## config.mk

```make
export PLATFORM = sky130hd
export DESIGN_NAME = mswc_device_flat
export DESIGN_NICKNAME = d
export VERILOG_FILES = /design/src/common/mswc_pkg.sv /design/src/common/mswc_if.sv /design/src/core/mswc_device.sv /design/src/flat_wrapper.sv
export VERILOG_INCLUDE_DIRS = /design/src /design/src/common
export SDC_FILE = /design/constraint.sdc
export NUM_CORES = 1
export LEC_CHECK = 0
export ABC_CLOCK_PERIOD_IN_PS = 4050
export BUFFER_PORTS_ARGS = -buffer_cell sky130_fd_sc_hd__buf_2
export CAP_MARGIN = 30
export CORE_MARGIN = 1
export CORE_UTILIZATION = 40
export CTS_CLUSTER_SIZE = 12
export DETAILED_ROUTE_END_ITERATION = 10
export GPL_ROUTABILITY_DRIVEN = 1
export PLACE_DENSITY_LB_ADDON = 0.15
export SLEW_MARGIN = 20
export SYNTH_ARGS = -nofsm -noshare
export SYNTH_HDL_FRONTEND = slang
export SYNTH_SLANG_ARGS = --single-unit
```

## constraint.sdc

```tcl
create_clock -name REF_CLK -period 4.05 [get_ports REF_CLK]
set_input_delay 1.215 -clock REF_CLK [delete_from_list [all_inputs] [get_ports REF_CLK]]
set_output_delay 1.215 -clock REF_CLK [all_outputs]
set_load 0.005 [all_outputs]
```

## src/common/mswc_defines.svh

```systemverilog
// Constants shared by both ends of the multi-sector write taskfile link.
`ifndef MSWC_DEFINES_SVH
`define MSWC_DEFINES_SVH
// ==================================================================
// Taskfile register addresses
`define MSWC_TF_DATA 3'h0
`define MSWC_TF_ERR 3'h1
`define MSWC_TF_CNT 3'h2
`define MSWC_TF_SNUM 3'h3
`define MSWC_TF_CLO 3'h4
`define MSWC_TF_CHI 3'h5
`define MSWC_TF_DH 3'h6
`define MSWC_TF_CMD 3'h7
// ==================================================================
// Opcodes
`define MSWC_OP_WRMULT 8'hC5
`define MSWC_OP_LOGDMA 8'h57
// ==================================================================
// Status and error bit positions, error masks
`define MSWC_ST_ERR 0
`define MSWC_ER_UNC 6
`define MSWC_ER_IDN 4
`define MSWC_ER_ABT 2
`define MSWC_ERMASK_LOG 8'hD4
`define MSWC_ERMASK_MULT 8'h14
// ==================================================================
// Drive/head layout, reset value and geometry
`define MSWC_DH_LBA 6
`define MSWC_DH_RST 8'hA0
`define MSWC_LAST_WORD 8'hFF
`define MSWC_ZERO_COUNT 9'h100
`define MSWC_SPT 8'h3F
`define MSWC_HEAD_LAST 4'hF
// ==================================================================
// Controller register byte offsets and interrupt bits
`define MSWC_A_CNT 6'h00
`define MSWC_A_SNUM 6'h04
`define MSWC_A_CLO 6'h08
`define MSWC_A_CHI 6'h0C
`define MSWC_A_DH 6'h10
`define MSWC_A_CMD 6'h14
`define MSWC_A_DATA 6'h18
`define MSWC_A_RESA 6'h1C
`define MSWC_A_RESB 6'h20
`define MSWC_A_IST 6'h24
`define MSWC_A_IMASK 6'h28
`define MSWC_A_ENG 6'h2C
`define MSWC_INT_DONE 0
`define MSWC_INT_ERR 1
`endif

```

## src/common/mswc_pkg.sv

```systemverilog
// Types for the multi-sector write device and controller.
package mswc_pkg;
   // ==================================================================
   // Device state
   typedef enum logic [1:0] {MSWC_D_IDLE, MSWC_D_XFER, MSWC_D_BUSY} mswc_dstate_type;
   typedef struct packed {
      mswc_dstate_type state;
      logic [7:0]      cnt;
      logic [7:0]      snum;
      logic [7:0]      clo;
      logic [7:0]      chi;
      logic [7:0]      dh;
      logic [7:0]      err;
      logic            errflag;
      logic            is_log;
      logic [8:0]      rem;
      logic [7:0]      words;
      logic [7:0]      blk;
      logic            first_done;
      logic            irq;
      logic [15:0]     rdata;
      logic [15:0]     mdata;
      logic            mvalid;
      logic            sdone;
   } mswc_dev_type;
   // ==================================================================
   // Controller state
   typedef enum logic [2:0] {MSWC_H_IDLE, MSWC_H_SEND, MSWC_H_FETCH, MSWC_H_WAIT,
                             MSWC_H_CATCH} mswc_hstate_type;
   typedef struct packed {
      mswc_hstate_type state;
      logic [2:0]      step;
      logic [7:0]      cnt;
      logic [7:0]      snum;
      logic [7:0]      clo;
      logic [7:0]      chi;
      logic [7:0]      dh;
      logic [7:0]      cmd;
      logic [31:0]     res_a;
      logic [23:0]     res_b;
      logic [1:0]      ist;
      logic [1:0]      imask;
      logic            rd_ack;
      logic [31:0]     rdata;
      logic            tf_wr;
      logic            tf_rd;
      logic [2:0]      tf_addr;
      logic [15:0]     tf_wdata;
   } mswc_host_type;
endpackage

```

## src/common/mswc_if.sv

```systemverilog
// Taskfile link between the controller and the device.
interface mswc_if;
   logic [2:0]  tf_addr;
   logic        tf_wr;
   logic        tf_rd;
   logic [15:0] tf_wdata;
   logic [15:0] tf_rdata;
   logic        intrq;
   modport dev  (input tf_addr, tf_wr, tf_rd, tf_wdata, output tf_rdata, intrq);
   modport host (output tf_addr, tf_wr, tf_rd, tf_wdata, input tf_rdata, intrq);
endinterface

```

## src/core/mswc_device.sv

```systemverilog
// Device end: taskfile registers, multi-sector write and DMA log write engine.
// Notes on behaviour
// - Opcode C5h starts the multi-sector write.
// - One interrupt per configured block of sectors.
// - Payload moves as 16-bit data register words.
// - Sector count zero means 256 sectors.
// - LBA mode: sector number holds bits 0-7.
// - LBA mode: cylinder registers hold bits 8-23.
// - LBA mode: head field holds bits 24-27.
// - CHS mode: sector, cylinder, head give start.
// - Count register ends as sectors not transferred.
// - CHS completion reports last sector and cylinder.
// - LBA completion reports last transferred address.
// - Opcode 57h is the DMA log write.
// - DMA log write never sets track/mark bits.
// - Abort log write: oversize, read-only, unsupported.
//
// Chosen here: register access over Avalon-MM and the placing of the registers.
`include "mswc_defines.svh"
module mswc_device (
   input  wire logic        REF_CLK,
   input  wire logic        SYS_RST,
   mswc_if.dev              TF,
   input  wire logic [7:0]  BLOCK_SECTORS,
   input  wire logic [7:0]  LOG_SECTORS,
   input  wire logic        LOG_READ_ONLY,
   input  wire logic        LOG_SUPPORTED,
   input  wire logic        MEDIA_ERROR,
   output logic      [15:0] MEDIA_WORD,
   output logic             MEDIA_VALID,
   output logic             SECTOR_DONE
);
   mswc_pkg::mswc_dev_type s_reg;
   mswc_pkg::mswc_dev_type s_next;
   logic [8:0]  req_count;
   logic [8:0]  rem_dec;
   logic [7:0]  status;
   logic [7:0]  err_out;
   logic        device_occupied;
   logic        transfer_request;
   logic [27:0] next_addr;
   logic        log_bad;

   // ==================================================================
   // Address stepping
   // The address word is {head, cylinder high, cylinder low, sector number}.
   function automatic logic [27:0] mswc_step_addr(input logic lba, input logic [27:0] a);
      logic [27:0] r;
      r = a;
      if (lba) begin
         r = a + 28'h0000001;
      end else if (a[7:0] != `MSWC_SPT) begin
         r[7:0] = a[7:0] + 8'h01;
      end else begin
         r[7:0] = 8'h01;
         if (a[27:24] != `MSWC_HEAD_LAST) begin
            r[27:24] = a[27:24] + 4'h1;
         end else begin
            r[27:24] = 4'h0;
            r[23:8] = a[23:8] + 16'h0001;
         end
      end
      return r;
   endfunction

   // ==================================================================
   // Status and error views
   assign device_occupied = (s_reg.state == mswc_pkg::MSWC_D_BUSY);
   assign transfer_request = (s_reg.state == mswc_pkg::MSWC_D_XFER);
   assign status = {device_occupied, 1'b1, 1'b0, 1'b1, transfer_request, 1'b0, 1'b0, s_reg.errflag};
   // Masking at the output keeps illegal bits at zero whatever path set them.
   assign err_out = s_reg.err & (s_reg.is_log ? `MSWC_ERMASK_LOG : `MSWC_ERMASK_MULT);
   assign req_count = (s_reg.cnt == 8'h00) ? `MSWC_ZERO_COUNT : {1'b0, s_reg.cnt};
   assign rem_dec = s_reg.rem - 9'h001;
   assign next_addr = mswc_step_addr(s_reg.dh[`MSWC_DH_LBA],
                                     {s_reg.dh[3:0], s_reg.chi, s_reg.clo, s_reg.snum});
   assign log_bad = !LOG_SUPPORTED || LOG_READ_ONLY || (s_reg.cnt == 8'h00) ||
                    (s_reg.cnt > LOG_SECTORS);

   // ==================================================================
   // Next state
   always_comb begin
      s_next = s_reg;
      s_next.mvalid = 1'b0;
      s_next.sdone = 1'b0;
      if (TF.tf_rd) begin
         if (TF.tf_addr == `MSWC_TF_CMD) begin
            s_next.irq = 1'b0;
         end
         case (TF.tf_addr)
            `MSWC_TF_ERR: s_next.rdata = {8'h00, err_out};
            `MSWC_TF_CNT: s_next.rdata = {8'h00, s_reg.cnt};
            `MSWC_TF_SNUM: s_next.rdata = {8'h00, s_reg.snum};
            `MSWC_TF_CLO: s_next.rdata = {8'h00, s_reg.clo};
            `MSWC_TF_CHI: s_next.rdata = {8'h00, s_reg.chi};
            `MSWC_TF_DH: s_next.rdata = {8'h00, s_reg.dh};
            `MSWC_TF_CMD: s_next.rdata = {8'h00, status};
            default: s_next.rdata = 16'h0000;
         endcase
      end
      case (s_reg.state)
         mswc_pkg::MSWC_D_IDLE: begin
            if (TF.tf_wr) begin
               case (TF.tf_addr)
                  `MSWC_TF_CNT: s_next.cnt = TF.tf_wdata[7:0];
                  `MSWC_TF_SNUM: s_next.snum = TF.tf_wdata[7:0];
                  `MSWC_TF_CLO: s_next.clo = TF.tf_wdata[7:0];
                  `MSWC_TF_CHI: s_next.chi = TF.tf_wdata[7:0];
                  `MSWC_TF_DH: s_next.dh = TF.tf_wdata[7:0];
                  `MSWC_TF_CMD: begin
                     s_next.err = 8'h00;
                     s_next.errflag = 1'b0;
                     s_next.first_done = 1'b0;
                     s_next.words = 8'h00;
                     s_next.rem = req_count;
                     s_next.is_log = (TF.tf_wdata[7:0] == `MSWC_OP_LOGDMA);
                     if ((TF.tf_wdata[7:0] == `MSWC_OP_WRMULT) &&
                         (BLOCK_SECTORS != 8'h00)) begin
                        s_next.blk = BLOCK_SECTORS;
                        s_next.state = mswc_pkg::MSWC_D_XFER;
                     end else if ((TF.tf_wdata[7:0] == `MSWC_OP_LOGDMA) && !log_bad) begin
                        // The whole log is one block, so it completes with one interrupt.
                        s_next.blk = s_reg.cnt;
                        s_next.state = mswc_pkg::MSWC_D_XFER;
                     end else begin
                        s_next.err[`MSWC_ER_ABT] = 1'b1;
                        s_next.errflag = 1'b1;
                        s_next.irq = 1'b1;
                     end
                  end
                  default: s_next.state = mswc_pkg::MSWC_D_IDLE;
               endcase
            end
         end
         mswc_pkg::MSWC_D_XFER: begin
            if (TF.tf_wr && (TF.tf_addr == `MSWC_TF_DATA)) begin
               s_next.mdata = TF.tf_wdata;
               s_next.mvalid = 1'b1;
               s_next.words = s_reg.words + 8'h01;
               if (s_reg.words == `MSWC_LAST_WORD) begin
                  s_next.state = mswc_pkg::MSWC_D_BUSY;
               end
            end
         end
         mswc_pkg::MSWC_D_BUSY: begin
            if (MEDIA_ERROR) begin
               // The failed sector stays counted as not transferred.
               s_next.cnt = s_reg.rem[7:0];
               s_next.err[s_reg.is_log ? `MSWC_ER_UNC : `MSWC_ER_IDN] = 1'b1;
               s_next.errflag = 1'b1;
               s_next.irq = 1'b1;
               s_next.state = mswc_pkg::MSWC_D_IDLE;
            end else begin
               s_next.sdone = 1'b1;
               s_next.rem = rem_dec;
               s_next.cnt = rem_dec[7:0];
               s_next.first_done = 1'b1;
               s_next.blk = s_reg.blk - 8'h01;
               if (s_reg.first_done) begin
                  {s_next.dh[3:0], s_next.chi, s_next.clo, s_next.snum} = next_addr;
               end
               if (s_reg.rem == 9'h001) begin
                  s_next.irq = 1'b1;
                  s_next.state = mswc_pkg::MSWC_D_IDLE;
               end else if (s_reg.blk == 8'h01) begin
                  s_next.irq = 1'b1;
                  s_next.blk = BLOCK_SECTORS;
                  s_next.state = mswc_pkg::MSWC_D_XFER;
               end else begin
                  s_next.state = mswc_pkg::MSWC_D_XFER;
               end
            end
         end
         default: s_next.state = mswc_pkg::MSWC_D_IDLE;
      endcase
   end

   // ==================================================================
   // State register
   always_ff @(posedge REF_CLK or posedge SYS_RST) begin
      if (SYS_RST) begin
         s_reg <= '0;
         s_reg.dh <= `MSWC_DH_RST;
      end else begin
         s_reg <= s_next;
      end
   end

   assign TF.tf_rdata = s_reg.rdata;
   assign TF.intrq = s_reg.irq;
   assign MEDIA_WORD = s_reg.mdata;
   assign MEDIA_VALID = s_reg.mvalid;
   assign SECTOR_DONE = s_reg.sdone;
endmodule

```

## src/flat_wrapper.sv

```systemverilog
// flat-port wrapper written by rule: the top's interface ports become plain ports
module mswc_device_flat 
  (REF_CLK, SYS_RST, BLOCK_SECTORS, LOG_SECTORS, LOG_READ_ONLY, LOG_SUPPORTED, MEDIA_ERROR, MEDIA_WORD, MEDIA_VALID, SECTOR_DONE, TF_tf_addr, TF_tf_wr, TF_tf_rd, TF_tf_wdata, TF_tf_rdata, TF_intrq);
  mswc_if TF_i ();
  input  wire logic REF_CLK;
  input  wire logic SYS_RST;
  input  wire logic [7:0] BLOCK_SECTORS;
  input  wire logic [7:0] LOG_SECTORS;
  input  wire logic LOG_READ_ONLY;
  input  wire logic LOG_SUPPORTED;
  input  wire logic MEDIA_ERROR;
  output logic      [15:0] MEDIA_WORD;
  output logic MEDIA_VALID;
  output logic SECTOR_DONE;
  input wire logic [$bits(TF_i.tf_addr)-1:0] TF_tf_addr;
  input wire logic [$bits(TF_i.tf_wr)-1:0] TF_tf_wr;
  input wire logic [$bits(TF_i.tf_rd)-1:0] TF_tf_rd;
  input wire logic [$bits(TF_i.tf_wdata)-1:0] TF_tf_wdata;
  output wire logic [$bits(TF_i.tf_rdata)-1:0] TF_tf_rdata;
  output wire logic [$bits(TF_i.intrq)-1:0] TF_intrq;
  assign TF_i.tf_addr = TF_tf_addr;
  assign TF_i.tf_wr = TF_tf_wr;
  assign TF_i.tf_rd = TF_tf_rd;
  assign TF_i.tf_wdata = TF_tf_wdata;
  assign TF_tf_rdata = TF_i.tf_rdata;
  assign TF_intrq = TF_i.intrq;
  mswc_device u_core (.REF_CLK(REF_CLK), .SYS_RST(SYS_RST), .TF(TF_i), .BLOCK_SECTORS(BLOCK_SECTORS), .LOG_SECTORS(LOG_SECTORS), .LOG_READ_ONLY(LOG_READ_ONLY), .LOG_SUPPORTED(LOG_SUPPORTED), .MEDIA_ERROR(MEDIA_ERROR), .MEDIA_WORD(MEDIA_WORD), .MEDIA_VALID(MEDIA_VALID), .SECTOR_DONE(SECTOR_DONE));
endmodule
```

* Word-level counts from Yosys, hierarchy flattened *
Index checks and enable logic that the tools add are counted.

cells by class
  add/subtract/negate cells = 7
  reduce and logical (&&, ||, !) cells = 29
  $lt $le $gt $ge = 3
  muxes and demuxes = 56
  eq/ne operators = 33
  bitwise operators = 2

operators with widths
  operator                                                                count
  8-bit two-way mux                                                       12
  79-bit two-way mux                                                      1
  32-bit case mux with 2 select lines                                     1
  8-bit case mux with 7 select lines                                      1
  24-bit two-way mux                                                      2
  37-bit two-way mux                                                      1
  9-bit two-way mux                                                       4
  32-bit by 1-bit >= comparator with 1-bit output, second input constant  1
  32-bit by 5-bit < comparator with 1-bit output, second input constant   1
  28-bit by 1-bit adder with 28-bit output, second input constant         1
  28-bit two-way mux                                                      1
  13-bit case mux with 2 select lines                                     1
  2-bit != test, second input constant                                    11
  20-bit two-way mux                                                      1
  10-bit case mux with 2 select lines                                     1
  9-bit case mux with 2 select lines                                      1
  17-bit two-way mux                                                      1
  16-bit by 1-bit adder with 16-bit output, second input constant         1
  8-bit by 1-bit adder with 8-bit output, second input constant           2
  8-bit equality test, second input constant                              2
  16-bit two-way mux                                                      1
  8-bit case mux with 2 select lines                                      1
  5-bit AND reduction                                                     3
  1-bit two-way mux                                                       14
  other kinds (39)                                                        64

storage, ports and cells
  output and inout bits = 35
  logic and storage cells = 149
  flip-flop bits (word level) = 113

* Logic depth before layout (Yosys ltp) *
Gate-level depths: netlist of the first run.

  depth after elaboration = 11
  depth in mapped cells = 10
  depth with buffers taken out = 8

* Worst setup path before layout of the first run *
OpenSTA, ideal clock, no wires.

  kind = input -> register
  from = input LOG_SECTORS[1]
  to = register u_core.s_reg[37] (netlist name)
  setup time = 0.125 ns
  stages = 7
  path buffers = 0
  setup slack = 1.312 ns
  required time = 3.925 ns
  arrival = 2.613 ns
  cell sequence = inv_1 > ha_1 > nor2b_1 > o211ai_1 > a211o_1 > a32oi_2 > mux2_4

between the ends
  word-level cells in the longest chain between the ends = 6

ends and longest elaborated chain
  element                                                    RTL line            text
  start: declaration                                         flat_wrapper.sv:8   input wire logic [7:0] LOG_SECTORS;
  8-bit > comparator                                         mswc_device.sv:78   (s_reg.cnt > LOG_SECTORS);
  1-bit logical OR                                           mswc_device.sv:77   assign log_bad = !LOG_SUPPORTED || LOG_READ_ONLY || (s_reg.cnt == 8'h00) ||
  1-bit zero test                                            mswc_device.sv:121  end else if ((TF.tf_wdata[7:0] == `MSWC_OP_LOGDMA) && !log_bad) begin
  1-bit logical AND                                          mswc_device.sv:121
  3-bit by 1-bit != test with 1-bit output (no source line)  --
  5-bit AND reduction (no source line)                       --
  end signal: assignment                                     mswc_device.sv:185  s_reg <= s_next;
  end: declaration                                           mswc_device.sv:33   mswc_pkg::mswc_dev_type s_reg;

Every way passes these cells.
A chain may end at the register's enable or synchronous reset.

* Final worst setup path of the first run *
  from = input MEDIA_ERROR
  to = register u_core.s_reg[37] (netlist name)

between the ends
  word-level cells in the longest chain between the ends = 2

ends and longest elaborated chain
  element                               RTL line            text
  start: declaration                    flat_wrapper.sv:11  input wire logic MEDIA_ERROR;
  2-bit != test (no source line)        --
  5-bit AND reduction (no source line)  --

Every way passes these cells.

==> qor.txt, run 1 <==
Max_slew headroom: 47.94%
Critical path endpoint category: flop
Max reg flops: 73
CP Launch Type: input port
Final Max Slew Viols: 0
Syn Std Cell Area: 6649 µm²
H-tree depth: 3
Nets: 849
Internal power: 2.352 mW
Fill cells: 1,573
Endpoints failing setup: 0
Number of post-CTS setup repair buffers: 0
Number of global-route vias before repair: 5,624
CP Data Required Time: 4.30 ns
Slowest CP cell: a32oi_2
CP Cell Sequence: buf_2 > nand2b_2 > clkinv_2 > a31oi_2 > nor4_2 > a32oi_2 > mux2_4
Fin area: 7197 µm²
Crit path arrival time: 3.31 ns
Core Region: 16,060 µm²
Max VDD drop: 375.9 µV
Status: completed
Seq pwr share: 44.6%
Total CTS buffers: 9
Count of cells resized by post-cts repair: 0
Final wirelength: 20,310 µm
First-pass GRT wire length: 32,310 µm
Clk_skew: 0.01038 ns
CP delay by family, top: compound AO/OA/AOI/OAI gates
Pwr per Cell Area: 553.1 nW/µm²
Ys Warns: 0
RSZ-0062 raised after global routing: false
GP Congestion: 0.9032
Num ports: 77
Antenna Cells: 0
Overflow after GRT: 0
Final ANT Viol Nets: 0
Crit path max fanout: 15
Sw frac: 40.91%
Max Cap Viol: 0
Worst slack at placement: 0.6585 ns
Prevailing post-synth register cell: dfrtp_1
Synth top cells by count: 118 x nand2_1, 98 x dfrtp_1, 53 x o21ai_0
CTS Root Cell: clkbuf_16
Largest stage delay on the critical path: 0.58 ns
Via count: 5,966
Combinational Power Share: 33.7%
Setup_tns: 0 ns
Drt first pass iters: 6
Vias per cell: 5.895
LEAKAGE: 3.283 nW
Final hold vios: 0
Clock Tree Buf Depth: 2
Post-synth EDFFs: 0
Top-count cell post-synth: nand2_1
Die X-Extent: 130.9 µm
Yosys reg bits: 100
Synthesized instance count: 768
Setup WS post-layout: 0.9927 ns
Post-synth ARST share: 100.0%
WP buf/inv: 2
CTS tree: yes
Hpwl dp: 14,670 µm
Post-synth top area cell: dfrtp_1
WL per Instance: 20.07 µm
Top post-synthesis cells by area: dfrtp_1 37%, nand2_1 6.7%, buf_4 4.2%
Largest net degree at the start of global routing: 62
Detailed Route Iter0 Violations: 364
Post-Place Cell Area: 6913 µm²
WS Path Type: input port to flop
Sequential area share after synthesis: 37.67%
DRC Markers: 0
Clk network pwr share: 21.7%
Post-route minimum period: 3.057 ns
Latest clock arrival within the worst-skew pair: 0.36 ns
Worst Hold Class: flop to flop
Global Route Usage Sum: 25.23%
Period utilization: 75.49%
P_sw: 1.629 mW
P&R area growth vs syn: 8.242%
FMAX: 327.1 MHz
Share of cells above drive strength 1: 17.21%
PortBufs: 68
Post-synth top area share: 36.88%
Hold-fix buffers, CTS: 0
Sink Count: 100
Die area: 17,140 µm²
Library cells used by synthesis: 84
Syn avg cell area: 8.657 µm²
# rows: 46
Slew @ Worst Pin: 0.7810 ns
Die height: 130.9 µm
Initial core utilization: 41.41%
Antenna violations before repair: 0
Worst-path clk slew: 0.08 ns
metrics by stage:
step / instances / util (%) / total power, mW / hold WS (ns)
2_1_floorplan: 775 / - / 2.719 / 0.4458
3_3_place_gp: 996 / 43.05 / 3.067 / 0.4548
3_5_place_dp: 996 / 43.05 / 3.109 / 0.4570
4_1_cts: 1012 / 44.82 / 3.976 / 0.4754
5_1_grt: 1012 / 44.82 / 4.230 / 0.4941
6_report: 1012 / 44.82 / 3.981 / 0.4682
path summary, 6_finish.rpt:
| kind | from | end | slack, ns | cells after the start |
|---|---|---|---|---|
| setup / recovery | MEDIA_ERROR | u_core.s_reg[37] | 0.99 | 7 |
| hold / removal | u_core.MEDIA_WORD[10] | u_core.MEDIA_WORD[10] | 0.47 | 2 |
| setup reg to reg | u_core.s_reg[112] | u_core.s_reg[37] | 1.32 | 7 |
| hold reg to reg | u_core.MEDIA_WORD[10] | u_core.MEDIA_WORD[10] | 0.47 | 2 |
| max in group asynchronous | SYS_RST | u_core.TF.tf_rdata[3] | 2.24 | 3 |
| min in group asynchronous | SYS_RST | u_core.MEDIA_WORD[4] | 0.98 | 2 |
worst reg2reg max path: stages, from the launching register on:
cell	delay [ns]
dfrtp_1	0.62
nor2b_4	0.25
nand2b_2	0.24
clkinv_2	0.20
a31oi_2	0.28
nor4_2	0.10
a32oi_2	0.58
mux2_4	0.36
power groups by stage:
| stage | sequential, mW | clock (mW) | combinational (mW) |
|---|---|---|---|
| final | 1.78 | 0.862 | 1.34 |
| after global routing | 1.81 | 0.916 | 1.50 |
| after floorplan | 1.57 | 0 | 1.15 |
| after global placement | 1.76 | 0 | 1.31 |
| after CTS | 1.75 | 0.879 | 1.34 |
| after detailed placement | 1.77 | 0 | 1.34 |
metal layers:
metal,track usage [%],routed length [µm],vias to the layer above
met5,0,0,-
met1,35.37,9247,2922
met2,38.03,9091,239
met4,10.01,591,0
met3,5.090,1376,39
li1,-,-,2766
cells in the final DEF (no fill, tap or decap), types with 9 or more instances in the layout:
cell type  Yosys  final
mux2i_1       16     16
buf_2          9     68
a31oi_1       10     10
nor2_1        47     47
nor4_1         9      9
nand2_1      118    118
ha_1          16     16
o22ai_1       10     10
and3_1        14     14
inv_1         34     33
o21ai_1       14     14
o22a_1        11     11
xor2_1        12     12
nor3_1        15     15
clkbuf_16      0      9
nand3_1       19     19
o21ai_0       53     53
dfrtp_1       98     98
mux2_2        13     13
a21oi_1       36     36
buf_4         37      9
cell type report:
type	count	area, µm²	area share [%]
multi-input cells	567	3591	49.90
well taps	216	270.3	3.755
flip-flops and latches	100	2505	34.81
repair buffers	77	407.9	5.668
clock buffers	9	225.2	3.129
clock inverters	7	58.81	0.8171
inverters	36	138.9	1.930
cell families (layout without fill, tap and decap cells):
| family | Yosys count | after routing | synth area share (%) |
|---|---|---|---|
| and+or+nand+nor | 289 | 289 | 22.05 |
| AOI/OAI and AO/OA | 203 | 203 | 20.68 |
| buffers and inverters | 108 | 129 | 8.713 |
| DFF | 100 | 100 | 37.67 |
| muxes | 31 | 31 | 5.175 |
| xor gates and xnor gates | 20 | 20 | 2.635 |
| adders and majority gates | 16 | 16 | 3.011 |
| other | 1 | 8 | 0.05640 |
(Power assumes the default switching activity.)
==> inputs of run 2 (changes only) <==
- ABC_CLOCK_PERIOD_IN_PS: 4050 -> 3000
- clock period: 4.05 -> 3 ns (I/O delays scaled with it)
==> run 2 against run 1 <==
Net effect: total power increased by 41%; non-clock buffer count up 16; sequential share of layout area decreased by 0.94 points; first-iteration DRC count up 28%; largest cell class unchanged; register-to-register slack lost 0.72 ns; critical path type is now flop to flop.
==> qor.txt, run 2 (same netlist as run 1, synthesis figures left out) <==
Status: completed
Clk network pwr share: 24.7% (+3.0 points)
WS Path Type: flop to flop
Crit path top cell by count: o21ai_0
Num ports: 77 (unchanged)
Critical path endpoint category: flop
Setup_tns: 0 ns (unchanged)
Max VDD drop: 426.0 µV (+13%)
First-pass GRT wire length: 31,640 µm (-2.1%)
Max Cap Viol: 0 (unchanged)
Hpwl dp: 14,590 µm (-0.50%)
Commonest non-fill, non-tap cell in the layout: nand2_1
Wl on met1: 9307 µm (+0.65%)
Largest stage delay on the critical path: 0.53 ns (-0.05 ns)
Post-route minimum period: 2.396 ns
Combinational Power Share: 33.1% (-0.6 points)
Met3 wire len: 991 µm (-28%)
Seq pwr share: 42.2% (-2.4 points)
Worst slack at placement: 0.3026 ns (-0.3559 ns)
Worst Hold Class: flop to flop
Overflow after GRT: 0 (unchanged)
Final hold vios: 0 (unchanged)
Drt first pass iters: 7 (+1)
P&R area growth vs syn: 11.25%
Internal power: 3.447 mW (+47%)
Slowest CP cell: or3b_2
Max_slew headroom: 57.18% (+9.2 points)
Detailed Route Iter0 Violations: 467 (+28%)
Clk_skew: 0.004772 ns (-0.005604 ns)
CP delay by family, top: simple AND/OR/NAND/NOR gates
Number of global-route vias before repair: 5,487 (-2.4%)
Met2 WL: 9329 µm (+2.6%)
Fill cells: 1,565 (-0.51%)
RSZ-0062 raised after global routing: false
Clock Tree Buf Depth: 2 (unchanged)
GP Congestion: 0.9601 (+6.3%)
Multi-input gate area: 3591 µm² (unchanged)
CTS Root Cell: clkbuf_16
Die area: 17,140 µm² (unchanged)
Final wirelength: 20,040 µm (-1.3%)
Crit path max fanout: 5 (-10)
Crit path arrival time: 2.63 ns (-0.68 ns)
Fin Hold WS: 0.4712 ns (+0.003019 ns)
Count of cells resized by post-cts repair: 0 (unchanged)
Initial core utilization: 41.41% (unchanged)
Sw frac: 38.37% (-2.5 points)
Latest clock arrival within the worst-skew pair: 0.36 ns (about the same)
Most frequent cells in the layout: 118 x nand2_1, 98 x dfrtp_1, 68 x buf_2
Pwr per Cell Area: 756.2 nW/µm² (+37%)
DRC Markers: 0 (unchanged)
Post-Place Cell Area: 7047 µm² (+1.9%)
Worst-path clk slew: 0.07 ns (about the same)
Number of post-CTS setup repair buffers: 0 (unchanged)
Sink Count: 100 (unchanged)
WP buf/inv: 1 (-1)
Total power: 5.594 mW (+41%)
Endpoints failing setup: 0 (unchanged)
Hold-fix buffers, CTS: 0 (unchanged)
Total CTS buffers: 9 (unchanged)
Nets: 865 (+1.9%)
CP Data Required Time: 3.24 ns (-1.06 ns)
Antenna violations before repair: 2 (+2)
FMAX: 417.4 MHz
P_sw: 2.146 mW (+32%)
# rows: 46 (unchanged)
Global Route Usage Sum: 24.68% (-0.55 points)
Period utilization: 79.86%
Final ANT Viol Nets: 0 (unchanged)
Fin area: 7397 µm² (+2.8%)
Largest net degree at the start of global routing: 101 (+63%)
Core Region: 16,060 µm² (unchanged)
Slew @ Worst Pin: 0.6423 ns (-0.1387 ns)
WL per Instance: 19.47 µm (-3.0%)
Share of cells above drive strength 1: 18.84% (+1.6 points)
DR top layer: met5
PortBufs: 68 (unchanged)
Final Max Slew Viols: 0 (unchanged)
LEAKAGE: 3.390 nW (+3.3%)
Max reg flops: 73 (unchanged)
Die X-Extent: 130.9 µm (unchanged)
CP Cell Sequence: inv_1 > ha_1 > or3b_2 > or3_4 > nor3_1 > o21ai_0 > nand2_1 > o21ai_0
CTS tree: yes
Register area: 2505 µm² (unchanged)
Die height: 130.9 µm (unchanged)
Setup WS post-layout: 0.6041 ns (-0.3885 ns)
Vias per cell: 5.734 (-2.7%)
CP Launch Type: flop
Via count: 5,900 (-1.1%)
H-tree depth: 3 (unchanged)
## run 2: cell types whose count changed in the layout (fill, tap and decap cells not counted)
cell | previous run | this run
diode_2 | 0 | 1
buf_4 | 9 | 24
inv_4 | 1 | 0
clkinv_4 | 0 | 1
inv_8 | 2 | 0
buf_12 | 0 | 1
clkinv_2 | 2 | 1
bufinv_16 | 0 | 3
## run 2: path summary, 6_finish.rpt
path / depth (start not counted) / endpoint / slack [ns] / start
min reg2reg: 2 / u_core.MEDIA_WORD[15] / 0.47 / u_core.MEDIA_WORD[15]
max: 8 / u_core.s_reg[60] / 0.60 / u_core.s_reg[52]
max reg2reg: 8 / u_core.s_reg[60] / 0.60 / u_core.s_reg[52]
min: 2 / u_core.MEDIA_WORD[15] / 0.47 / u_core.MEDIA_WORD[15]
min in group asynchronous: 3 / u_core.MEDIA_WORD[11] / 0.68 / SYS_RST
max in group asynchronous: 3 / u_core.s_reg[84] / 1.89 / SYS_RST
## run 2: per-stage QoR
stage	instances	utilization [%]
final	1029	46.07
after global routing	1029	46.07
after CTS	1028	46.05
after detailed placement	1012	43.88
after global placement	1012	43.88
after floorplan	775	-
## run 2: tightest hold or removal path, cell delays in order (launching register included)
cell     delay (ns)
dfrtp_1        0.34
nand2_1        0.05
nand2_1        0.05
## run 2: layer usage
layer	up-vias	track usage, %
met5	-	0
met4	2	7.911
met2	172	38.47
li1	2791	-
met3	28	3.950
met1	2907	34.95
## run 2: power by group through the flow
stage	Combinational (mW)	Clock, mW	Sequential [mW]
2_1_floorplan	1.55	0	2.12
3_3_place_gp	1.80	0	2.35
3_5_place_dp	1.85	0	2.36
4_1_cts	1.85	1.41	2.34
5_1_grt	2.09	1.45	2.43
6_report	1.85	1.38	2.36
## run 2: cell type report
type,instances,share of cell area (%)
well taps,216,3.654
clock inverters,7,1.658
diodes,1,0.03383
multi-input cells,567,48.55
repair buffers,93,7.307
flip-flops and latches,100,33.86
clock buffers,9,3.045
inverters,36,1.894
==> inputs of run 3 (changes only) <==
- ABC_CLOCK_PERIOD_IN_PS: 3000 -> 2150
- clock period: 3 -> 2.15 ns (I/O delays scaled with it)
==> run 3 against run 2 <==
Net effect: final area rose by 10%; sequential share of layout area fell by 3.1 points; sequential cell count did not move; total power rose by 44%; utilization rose by 4.7 points; die area did not move; wire length rose by 8.3%; critical path depth fell by 1; global-route usage rose by 1.4 points; register-to-register slack got worse by 0.59 ns; count of clock-buffer cells in the layout rose by 2; via count rose by 8.3%.
==> qor.txt, run 3 (same netlist as run 1, synthesis figures left out) <==
Max VDD drop: 564.1 µV (+32%)
Clock Tree Buf Depth: 2 (unchanged)
# rows: 46 (unchanged)
Wl on met1: 9620 µm (+3.4%)
Sink Count: 100 (unchanged)
Internal power: 4.906 mW (+42%)
Fin Hold WS: 0.3714 ns (-0.09978 ns)
Core Region: 16,060 µm² (unchanged)
WP buf/inv: 1 (unchanged)
Commonest non-fill, non-tap cell in the layout: nand2_1
Die height: 130.9 µm (unchanged)
Nets: 961 (+11%)
Final wirelength: 21,690 µm (+8.3%)
Pwr per Cell Area: 989.0 nW/µm² (+31%)
P&R area growth vs syn: 22.51%
Hpwl dp: 16,270 µm (+12%)
Vias per cell: 5.687 (-0.81%)
Die X-Extent: 130.9 µm (unchanged)
Via count: 6,387 (+8.3%)
Share of cells above drive strength 1: 28.45% (+9.6 points)
Max_slew headroom: 61.44% (+4.3 points)
Final hold vios: 0 (unchanged)
Endpoints failing setup: 0 (unchanged)
Latest clock arrival within the worst-skew pair: 0.36 ns (about the same)
Crit path arrival time: 2.42 ns (-0.21 ns)
FMAX: 468.1 MHz (+12%)
Drt first pass iters: 5 (-2)
Num ports: 77 (unchanged)
CTS tree: yes
Overflow after GRT: 0 (unchanged)
Final std cells w/o fill: 1,123 (+9.1%)
Fill cells: 1,502 (-4.0%)
Max Cap Viol: 0 (unchanged)
DRC Markers: 0 (unchanged)
Initial core utilization: 41.41% (unchanged)
Met2 WL: 10,010 µm (+7.3%)
CTS Root Cell: clkbuf_16
First-pass GRT wire length: 33,260 µm (+5.1%)
Sw frac: 39.10% (+0.73 points)
Total CTS buffers: 9 (unchanged)
Clk_skew: 0.007229 ns (+0.002457 ns)
CP Launch Type: flop
Hold-fix buffers, CTS: 0 (unchanged)
Seq pwr share: 39.2% (-3.0 points)
Largest stage delay on the critical path: 0.52 ns (about the same)
GP Congestion: 0.9646 (+0.47%)
P_sw: 3.150 mW (+47%)
Slowest CP cell: dfrtp_1
Antenna Cells: 0 (-1)
PortBufs: 68 (unchanged)
Fin area: 8145 µm² (+10%)
Worst Hold Class: input port to async pin
CP Data Required Time: 2.44 ns (-0.80 ns)
Final Max Slew Viols: 0 (unchanged)
Antenna violations before repair: 0 (-2)
Crit path max fanout: 6 (+1)
Core Util, Final: 50.72% (+4.7 points)
Clk network pwr share: 18.7% (-6.0 points)
Slew @ Worst Pin: 0.5739 ns (-0.06839 ns)
RSZ-0062 raised after global routing: true
Global Route Usage Sum: 26.05% (+1.4 points)
DR top layer: met4
WL per Instance: 19.32 µm (-0.80%)
LEAKAGE: 3.841 nW (+13%)
Worst-path clk slew: 0.07 ns (about the same)
Detailed Route Iter0 Violations: 509 (+9.0%)
Total power: 8.056 mW (+44%)
Status: completed
WS Path Type: flop to flop
DP Cell Count: 1,102 (+8.9%)
H-tree depth: 3 (unchanged)
Post-Place Cell Area: 7750 µm² (+10%)
Most frequent cells in the layout: 117 x nand2_1, 116 x buf_4, 98 x dfrtp_1
Max reg flops: 73 (unchanged)
CP Cell Sequence: nand4_1 > or2_1 > nor4_2 > buf_4 > nand4b_1 > and3_1 > o21ai_1
Die area: 17,140 µm² (unchanged)
Number of global-route vias before repair: 6,099 (+11%)
Critical path endpoint category: flop
Post-route minimum period: 2.136 ns (-0.2594 ns)
Final ANT Viol Nets: 0 (unchanged)
Largest net degree at the start of global routing: 62 (-39%)
Period utilization: 99.37% (+20 points)
CP delay by family, top: simple AND/OR/NAND/NOR gates
Combinational Power Share: 42.1% (+9.0 points)
Met3 wire len: 1536 µm (+55%)
run 3: cell types whose count changed in the layout (fill, tap and decap cells not counted), sizes merged, moves of 2 or more:
cell,change
buf,+94
bufinv,-3
clkbuf,+2
nand4,+2
run 3: final cells by class:
type	instances	area [µm²]	area share, %
Timing Repair Buffer	187	1271	15.61
Clock buffer	11	232.7	2.857
Multi-Input combinational cell	569	3700	45.42
Tap cell	216	270.3	3.318
Inverter	36	140.1	1.720
Sequential cell	100	2505	30.75
Clock inverter	4	26.28	0.3226
run 3: tightest hold or removal path, stage by stage:
cell	delay (ns)
buf_2	0.11
clkinvlp_4	0.10
buf_12	0.24
run 3: power groups by stage:
stage	combinational, mW	clock, mW	sequential [mW]
floorplan	2.18	0	2.96
global placement	3.13	0	3.14
detailed placement	3.21	0	3.14
CTS	3.23	1.55	3.12
global route	3.72	1.61	3.22
finish	3.39	1.51	3.15
run 3: final timing paths:
kind                            cells past startpoint                 start  slack [ns]                    to
worst min-delay path                                3               SYS_RST        0.37     u_core.s_reg[107]
worst max register to register                      7     u_core.s_reg[101]        0.01      u_core.s_reg[72]
worst min register to register                      2  u_core.MEDIA_WORD[8]        0.47  u_core.MEDIA_WORD[8]
min in group REF_CLK                                2  u_core.MEDIA_WORD[8]        0.47  u_core.MEDIA_WORD[8]
max in group asynchronous                           3               SYS_RST        1.41      u_core.s_reg[76]
worst max-delay path                                7     u_core.s_reg[101]        0.01      u_core.s_reg[72]
run 3: per-layer routing:
metal	vias to the layer above	global-route usage, %
met4	0	10.82
li1	2991	-
met2	251	40.24
met1	3103	36.26
met5	-	0
met3	42	4.112
run 3: timing repair:
item                                    CTS  global route
endpoints found under the setup margin    1            24
gates resized for setup                   2            22
cloned                                    0             2
buffers inserted                          0             4
pin swaps                                 0             6
run 3: stage by stage:
step | TNS (ns) | setup slack [ns]
global placement | -5.126 | -0.2463
floorplan | -0.01803 | -0.01803
detailed placement | -5.372 | -0.2387
finish | 0 | 0.01350
CTS | 0 | 0.02471
global route | -0.06752 | -0.03588
